[config.mk]
export PLATFORM = sky130hd
export DESIGN_NAME = csio_top
export DESIGN_NICKNAME = d
export VERILOG_FILES = /design/src/rtl/csio_pkg.sv /design/src/rtl/csio_top.sv
export SDC_FILE = /design/constraint.sdc
export NUM_CORES = 1
export LEC_CHECK = 0
export BUFFER_PORTS_ARGS = -buffer_cell sky130_fd_sc_hd__buf_2
export CORE_ASPECT_RATIO = 0.5
export CORE_MARGIN = 4
export CORE_UTILIZATION = 50
export DETAILED_ROUTE_END_ITERATION = 16
export GPL_TIMING_DRIVEN = 0
export PLACE_DENSITY = 0.73
export SYNTH_ARGS = -nofsm -noshare
export SYNTH_HDL_FRONTEND = slang
export SYNTH_SLANG_ARGS = --single-unit
[constraint.sdc]
create_clock -name CLOCK -period 2.4 [get_ports CLOCK]
set_input_delay 0.12 -clock CLOCK [delete_from_list [all_inputs] [get_ports CLOCK]]
set_output_delay 0.12 -clock CLOCK [all_outputs]
set_load 0.01 [all_outputs]
[src/rtl/csio_pkg.sv]
// Package for the control-line digital I/O block
package csio_pkg;
    localparam int NUM_IN     = 3;
    localparam int NUM_OUT    = 2;
    localparam int NUM_NOTE   = 3;
    // Input index: DSR, DCD, CTS; output index: DTR, RTS
    localparam int IN_DSR     = 0;
    localparam int IN_DCD     = 1;
    localparam int IN_CTS     = 2;
    localparam int OUT_DTR    = 0;
    localparam int OUT_RTS    = 1;
    // Notification channel bit positions
    localparam int NOTE_EMAIL = 0;
    localparam int NOTE_SYSLG = 1;
    localparam int NOTE_TRAP  = 2;
    // Severity code for alarm events (critical)
    localparam logic [2:0] SEV_CRITICAL = 3'h2;
    // Failsafe period, parameter default in cycles
    localparam int FS_TIMEOUT_US = 1000;
    localparam int CLK_MHZ       = 200;
    localparam int FS_CYCLES     = FS_TIMEOUT_US * CLK_MHZ;
    localparam int FS_W          = 32;

    typedef enum logic [1:0] {
        CSIO_LATCH_NONE = 2'h0,
        CSIO_LATCH_RISE = 2'h1,
        CSIO_LATCH_FALL = 2'h2
    } csio_latch_e;

    typedef enum logic [1:0] {
        CSIO_TRIG_OFF      = 2'h0,
        CSIO_TRIG_INACTIVE = 2'h1,
        CSIO_TRIG_ACTIVE   = 2'h2
    } csio_trig_e;

    typedef enum logic [1:0] {
        CSIO_FS_NONE  = 2'h0,
        CSIO_FS_SET   = 2'h1,
        CSIO_FS_CLEAR = 2'h2
    } csio_fs_e;

    // Per-input configuration
    typedef struct packed {
        logic        enable;
        csio_latch_e latch;
        logic        invert;
        csio_trig_e  trig;
        logic        manual;
    } csio_in_cfg_s;

    // One alarm event to the notifier
    typedef struct packed {
        logic                valid;
        logic                raised;
        logic [1:0]          chan;
        logic                value;
        logic [2:0]          severity;
        logic [NUM_NOTE-1:0] route;
    } csio_event_s;

    localparam logic [NUM_IN-1:0] RST_IN = 3'h0;
endpackage

[src/rtl/csio_top.sv]
// Control-line digital I/O core: inputs, alarms, failsafe outputs
`timescale 1ns/10ps
module csio_top #(
    parameter int FS_CYCLES_P = csio_pkg::FS_CYCLES
) (
    // Clock and reset
    input  wire logic                              CLOCK,
    input  wire logic                              RST_B,
    input  wire logic                              CLK_EN,
    // Profile and channel enables
    input  wire logic                              PROFILE_SEL,
    input  wire logic [csio_pkg::NUM_OUT-1:0]      OUT_EN,
    // Input configuration
    input  csio_pkg::csio_in_cfg_s [csio_pkg::NUM_IN-1:0] IN_CFG,
    input  wire logic [csio_pkg::NUM_NOTE-1:0]     NOTE_EN,
    input  wire logic [csio_pkg::NUM_IN-1:0]       ALARM_CLR,
    input  wire logic [csio_pkg::NUM_IN-1:0]       LATCH_CLR,
    // Output commands
    input  wire logic [csio_pkg::NUM_OUT-1:0]      OUT_WR,
    input  wire logic [csio_pkg::NUM_OUT-1:0]      OUT_VAL,
    input  csio_pkg::csio_fs_e [csio_pkg::NUM_OUT-1:0] FS_ACT,
    // Serial port pins
    input  wire logic [csio_pkg::NUM_IN-1:0]       LINE_IN,
    output logic      [csio_pkg::NUM_OUT-1:0]      LINE_OUT,
    output logic      [csio_pkg::NUM_OUT-1:0]      LINE_OE,
    // Status and events
    output logic      [csio_pkg::NUM_IN-1:0]       IN_STATUS,
    output logic      [csio_pkg::NUM_IN-1:0]       ALARM,
    output logic                                   FS_EXPIRED,
    output csio_pkg::csio_event_s                  EVENT
);
    import csio_pkg::*;

    localparam logic [FS_W-1:0] FS_LAST = FS_W'(FS_CYCLES_P - 1);

    logic [NUM_IN-1:0]  s1_q, s2_q, s3_q;
    logic [NUM_IN-1:0]  line_q;
    logic [NUM_IN-1:0]  in_act;
    logic [NUM_IN-1:0]  line_d;
    logic [NUM_IN-1:0]  rise, fall;
    logic [NUM_IN-1:0]  raise, drop;
    logic [NUM_IN-1:0]  latch_q;
    logic [NUM_IN-1:0]  alarm_q;
    logic [NUM_OUT-1:0] out_q;
    logic [FS_W-1:0]    fs_cnt_q;
    logic               fs_q;
    logic               activity;
    logic               fs_fire;
    csio_event_s        ev_q;

    // Three-stage sync; change taken when stages two and three agree
    always_ff @(posedge CLOCK) begin
        if (!RST_B) begin
            s1_q <= RST_IN;
            s2_q <= RST_IN;
            s3_q <= RST_IN;
        end else if (CLK_EN) begin
            s1_q <= LINE_IN;
            s2_q <= s1_q;
            s3_q <= s2_q;
        end
    end

    // Per-input decode
    genvar gi;
    generate
        for (gi = 0; gi < NUM_IN; gi++) begin : g_in
            // Disabled or unselected input is held inactive
            assign in_act[gi] = PROFILE_SEL & IN_CFG[gi].enable;
            assign line_d[gi] = (s2_q[gi] == s3_q[gi]) ? s3_q[gi]
                                                       : line_q[gi];
            assign rise[gi]   = in_act[gi] & line_d[gi] & ~line_q[gi];
            assign fall[gi]   = in_act[gi] & ~line_d[gi] & line_q[gi];
            // Alarm raise on selected edge only
            assign raise[gi]  = ~alarm_q[gi] & (
                (IN_CFG[gi].trig == CSIO_TRIG_INACTIVE & fall[gi]) |
                (IN_CFG[gi].trig == CSIO_TRIG_ACTIVE   & rise[gi]));
            // Manual bit set selects manual, clear selects auto
            assign drop[gi]   = alarm_q[gi] & ~raise[gi] & (
                (IN_CFG[gi].manual ? ALARM_CLR[gi] :
                 ((IN_CFG[gi].trig == CSIO_TRIG_INACTIVE & rise[gi]) |
                  (IN_CFG[gi].trig == CSIO_TRIG_ACTIVE   & fall[gi]))) |
                (IN_CFG[gi].trig == CSIO_TRIG_OFF));
            // Status: latched occurrence or live level, optionally inverted
            assign IN_STATUS[gi] = ~in_act[gi] ? 1'b0 :
                ((IN_CFG[gi].latch == CSIO_LATCH_NONE) ? line_q[gi]
                                                       : latch_q[gi])
                ^ IN_CFG[gi].invert;
        end
    endgenerate

    // Debounced line level, latches and alarms
    always_ff @(posedge CLOCK) begin
        if (!RST_B) begin
            line_q  <= RST_IN;
            latch_q <= RST_IN;
            alarm_q <= RST_IN;
        end else if (CLK_EN) begin
            line_q  <= line_d;
            for (int i = 0; i < NUM_IN; i++) begin
                // Set wins over clear
                if ((IN_CFG[i].latch == CSIO_LATCH_RISE & rise[i]) |
                    (IN_CFG[i].latch == CSIO_LATCH_FALL & fall[i]))
                    latch_q[i] <= 1'b1;
                else if (LATCH_CLR[i] | IN_CFG[i].latch == CSIO_LATCH_NONE)
                    latch_q[i] <= 1'b0;
                if (raise[i])
                    alarm_q[i] <= 1'b1;
                else if (drop[i])
                    alarm_q[i] <= 1'b0;
            end
        end
    end

    // Lowest-index input wins an event slot in a cycle; the rest are
    // reported from ALARM level only
    logic [1:0] ev_idx;
    logic       ev_any;
    always_comb begin
        ev_idx = 2'h0;
        ev_any = 1'b0;
        for (int i = NUM_IN - 1; i >= 0; i--) begin
            if (raise[i] | drop[i]) begin
                ev_idx = 2'(i);
                ev_any = 1'b1;
            end
        end
    end

    // Event register
    always_ff @(posedge CLOCK) begin
        if (!RST_B) begin
            ev_q <= '0;
        end else if (CLK_EN) begin
            ev_q.valid    <= ev_any & (|NOTE_EN);
            ev_q.raised   <= raise[ev_idx];
            ev_q.chan     <= ev_idx;
            ev_q.value    <= line_d[ev_idx] ^ IN_CFG[ev_idx].invert;
            ev_q.severity <= SEV_CRITICAL;
            ev_q.route    <= NOTE_EN;
        end
    end

    // Failsafe timer restarts on any activity
    assign activity = (|(rise | fall)) | (|OUT_WR);
    assign fs_fire  = ~fs_q & ~activity & (fs_cnt_q == FS_LAST);

    always_ff @(posedge CLOCK) begin
        if (!RST_B) begin
            fs_cnt_q <= '0;
            fs_q     <= 1'b0;
        end else if (CLK_EN) begin
            if (activity) begin
                fs_cnt_q <= '0;
                fs_q     <= 1'b0;
            end else if (fs_fire) begin
                fs_q     <= 1'b1;
            end else if (!fs_q) begin
                fs_cnt_q <= fs_cnt_q + 1'b1;
            end
        end
    end

    // Output latches: command wins over failsafe
    always_ff @(posedge CLOCK) begin
        if (!RST_B) begin
            out_q <= '0;
        end else if (CLK_EN) begin
            for (int j = 0; j < NUM_OUT; j++) begin
                if (OUT_WR[j])
                    out_q[j] <= OUT_VAL[j];
                else if (fs_fire & FS_ACT[j] == CSIO_FS_SET)
                    out_q[j] <= 1'b1;
                else if (fs_fire & FS_ACT[j] == CSIO_FS_CLEAR)
                    out_q[j] <= 1'b0;
            end
        end
    end

    // Disabled output is not driven
    assign LINE_OE    = {NUM_OUT{PROFILE_SEL}} & OUT_EN;
    assign LINE_OUT   = out_q & LINE_OE;
    assign ALARM      = alarm_q;
    assign FS_EXPIRED = fs_q;
    assign EVENT      = ev_q;
endmodule

==> flow_summary_export.csv <==
group,metric,value,unit
status,outcome,"finished clean",
power,power.total,2.59,mW
critical_path,end_kind,"register",
yosys,synthArstFlopShare,0,
power,comb_power_share,0.083,
timing,worst_pin_slew,0.836,ns
finish,regArea,1250,um2
yosys,synth_edf_count,0,
clock_network,htree_levels,3,
place,dp_slack,-0.168,ns
power,p_int,2.00,mW
timing,fin_skew,0.00373,ns
critical_path,arrival,2.57,ns
timing,final-hold-violation-count,0,
worst_hold_path,hold_path_class,"in -> reg",
yosys,yosysTopAreaCell,"dfxtp_1",
finish,diodes,0,
timing,slew_headroom,0.443,
power,pwr-share-clk,0.508,
yosys,synth_area_leaders,"dfxtp_1, xnor2_1, mux2i_1",
critical_path,critical_path_class,"reg -> reg",
finish,final_util,0.662,
route,via_count,3714,
critical_path,reg2reg_setup_slack,0.10,ns
yosys,ys_seq_area_frac,0.339,
die,die-area,8850,um2
yosys,synth.distinct_cells,60,
global_routing,grtUsageTotal,0.227,
global_routing,grt_first_pass_wirelength,15700,um
finish,drive_gt1_frac,0.236,
job,max-cap-violations,0,
route,initialDrtViolationCount,349,
finish,multi_input_area,2310,um2
yosys,synth_top_area_share,0.339,
place,dp_cells,609,
critical_path,crit_path_top_delay_cell,"or4_4",
timing,fin_ws,0.100,ns
yosys,synth_flop_cell,"dfxtp_1",
die,coreArea,6880,um2
yosys,postSynthCellCount,450,
critical_path,cp.required,2.67,ns
global_routing,antenna_found_initial,0,
route,first_pass_iters,5,
finish,layout_common_cells,"buf_2, dfxtp_1, nand2_1, nor2_1, a21oi_1",
power,sw_frac_of_total,0.229,
global_routing,grt_pass1_vias,3267,
die,die_width,129,um
clock_network,root_buffer,"clkbuf_16",
finish,fin_cells,627,
power,p_per_area,568,nW/um2
power,p_switching,0.593,mW
route,wl_per_cell,16.3,um
place,gp_congestion,0.829,
critical_path,crit_fanout,10,
clock_network,cts_sinks,62,
timing,fin_crit,2.30,ns
route,ant_nets,0,
clock_network,clk_path_buf_depth,2,
place,place_area,4110,um2
yosys,ys_warn_count,0,
yosys,avgSynthCellArea,8.14,um2
yosys,ys_seq_elements,62,
clock_network,cts_buffers,9,
critical_path,worstSetupStartpointType,"register",
finish,final_area,4560,um2
global_routing,grt_max_degree,11,
timing,fin_crit_sh,0.958,
critical_path,path_cells,"nand2_1 > or4_4 > o41ai_4 > buf_4 > a31oi_4 > buf_12 > a31o_1 > a21oi_1",
finish,nNetsFinal,578,
yosys,synth_area,3660,um2
route,drt-vias-per-instance,5.92,
power,p_leak,1.70,nW
power,p_seq_frac,0.409,
critical_path,cp_top_family,"compound AO/OA/AOI/OAI gates",
place,io_buffers,66,
global_routing,grt_remaining_overflow,0,
power,peakVddDrop,0.349,mV
clock_network,cts_tree,"built",
die,dieHeight,68.5,um
die,start_util,0.532,
route,wl,10200,um
clock_network,clk_latency,0.33,ns
route,drc,0,
finish,fill_cells,624,
finish,areaGrowthSynthToFinish,24.4,%
timing,setup_viol,0,
place,dpl.hpwl,7000,um
timing,slew_violations,0,
critical_path,critPathBufInv,2,
die,io_pins,69,
timing,timing.fmax,0.435,GHz
die,num_rows,21,
clock_network,clkTransAtPathRegs,0.05,ns
critical_path,crit_path_max_incr_delay,0.51,ns
finish,final_common_cell,"buf_2",
## layout make-up
cell class | instances | area share
flip-flops and latches | 62 | 0.273
clock buffers | 13 | 0.0571
repair buffers | 70 | 0.0818
multi-input cells | 342 | 0.507
well taps | 92 | 0.0253
inverters | 20 | 0.0165
clock inverters | 3 | 0.00933
plain buffers | 25 | 0.0294
## worst register-to-register path, cell delays in order (launching register included)
cell and delay (ns):
dfxtp_1 0.40, nand2_1 0.14, or4_4 0.51, o41ai_4 0.43
buf_4 0.19, a31oi_4 0.09, buf_12 0.17, a31o_1 0.20
a21oi_1 0.11
## power by group through the flow
stage               sequential, mW  clock, mW  combinational, mW
floorplan                     1.08          0              0.108
detailed placement            1.08          0              0.207
global placement              1.08          0              0.204
global route                  1.06       1.38              0.235
finish                        1.06       1.31              0.216
CTS                           1.06       1.33              0.209
## sequential cells by signal, indices dropped and copies added (netlist names)
register,count
s1_q,3
latch_q,3
ALARM,3
fs_cnt_q,32
EVENT,9
s2_q,3
FS_EXPIRED,1
s3_q,3
line_q,3
out_q,2
## per-layer routing
metal / wire length (um) / share of wire / global-route usage / vias to the layer above
li1: - / - / - / 1813
met1: 4740 / 0.46 / 0.291 / 1751
met2: 4630 / 0.45 / 0.372 / 131
met3: 642 / 0.063 / 0.0569 / 19
met4: 187 / 0.018 / 0.0903 / 0
met5: 0 / 0 / 0 / -
## cell usage after synthesis, types with 2 or more instances
master / n
xor2_1: 4
nand3b_1: 4
a41oi_1: 2
nor2_1: 37
a21oi_1: 24
inv_1: 20
and3_1: 10
and4_1: 4
o21ai_0: 18
nand2b_1: 3
mux2i_1: 16
clkbuf_1: 14
o311ai_0: 2
or3_1: 8
nand3_1: 14
dfxtp_1: 62
a311oi_1: 15
a21o_1: 3
and2_1: 4
o32ai_1: 2
o311a_1: 3
nand2_1: 40
nor3b_1: 7
nor3_1: 3
nor4b_1: 3
buf_4: 3
buf_1: 4
a21bo_2: 2
nor4_1: 8
o221ai_1: 2
o31ai_1: 3
buf_2: 6
nand4_1: 16
or2_2: 3
or4_1: 3
a31o_1: 4
a31oi_1: 4
a21bo_1: 2
o21a_1: 2
nand4b_1: 2
o31a_1: 2
nor2b_1: 15
a21boi_0: 11
xnor2_1: 20
## path summary, 6_finish.rpt
kind | start | to | cells after the start
worst max register to register | fs_cnt_q[10] | fs_cnt_q[23] | 8
worst min register to register | EVENT[4] | EVENT[4] | 1
worst min-delay path | LINE_IN[0] | s1_q[0] | 3
worst max-delay path | fs_cnt_q[10] | fs_cnt_q[23] | 8
## kinds of logic (layout without fill, tap and decap cells)
| logic type | count (synthesis) | after routing | share of synthesized area |
|---|---|---|---|
| adder cells (fa/ha/maj) | 1 | 1 | 0.00341 |
| multiplexers | 16 | 16 | 0.0437 |
| buffers and inverters | 47 | 131 | 0.0533 |
| flip-flops | 62 | 62 | 0.339 |
| AO/OA/AOI/OAI | 110 | 110 | 0.222 |
| other | 1 | 2 | 0.00102 |
| AND/OR/NAND/NOR | 189 | 189 | 0.281 |
| XOR/XNOR | 24 | 24 | 0.0574 |
## metrics by stage
stage	hold slack (ns)	TNS (ns)
2_1_floorplan	0.289	0
3_3_place_gp	0.384	-3.31
3_5_place_dp	0.388	-4.24
4_1_cts	0.0437	0
5_1_grt	0.0553	-0.0202
6_report	0.0482	0
## what timing repair did
item,4_1_cts,5_1_grt
hold buffers,0,0
gates resized for setup,5,31
pin swaps,1,2
buffers inserted,2,2
endpoints found under the setup margin,35,33
(Power assumes the default switching activity.)
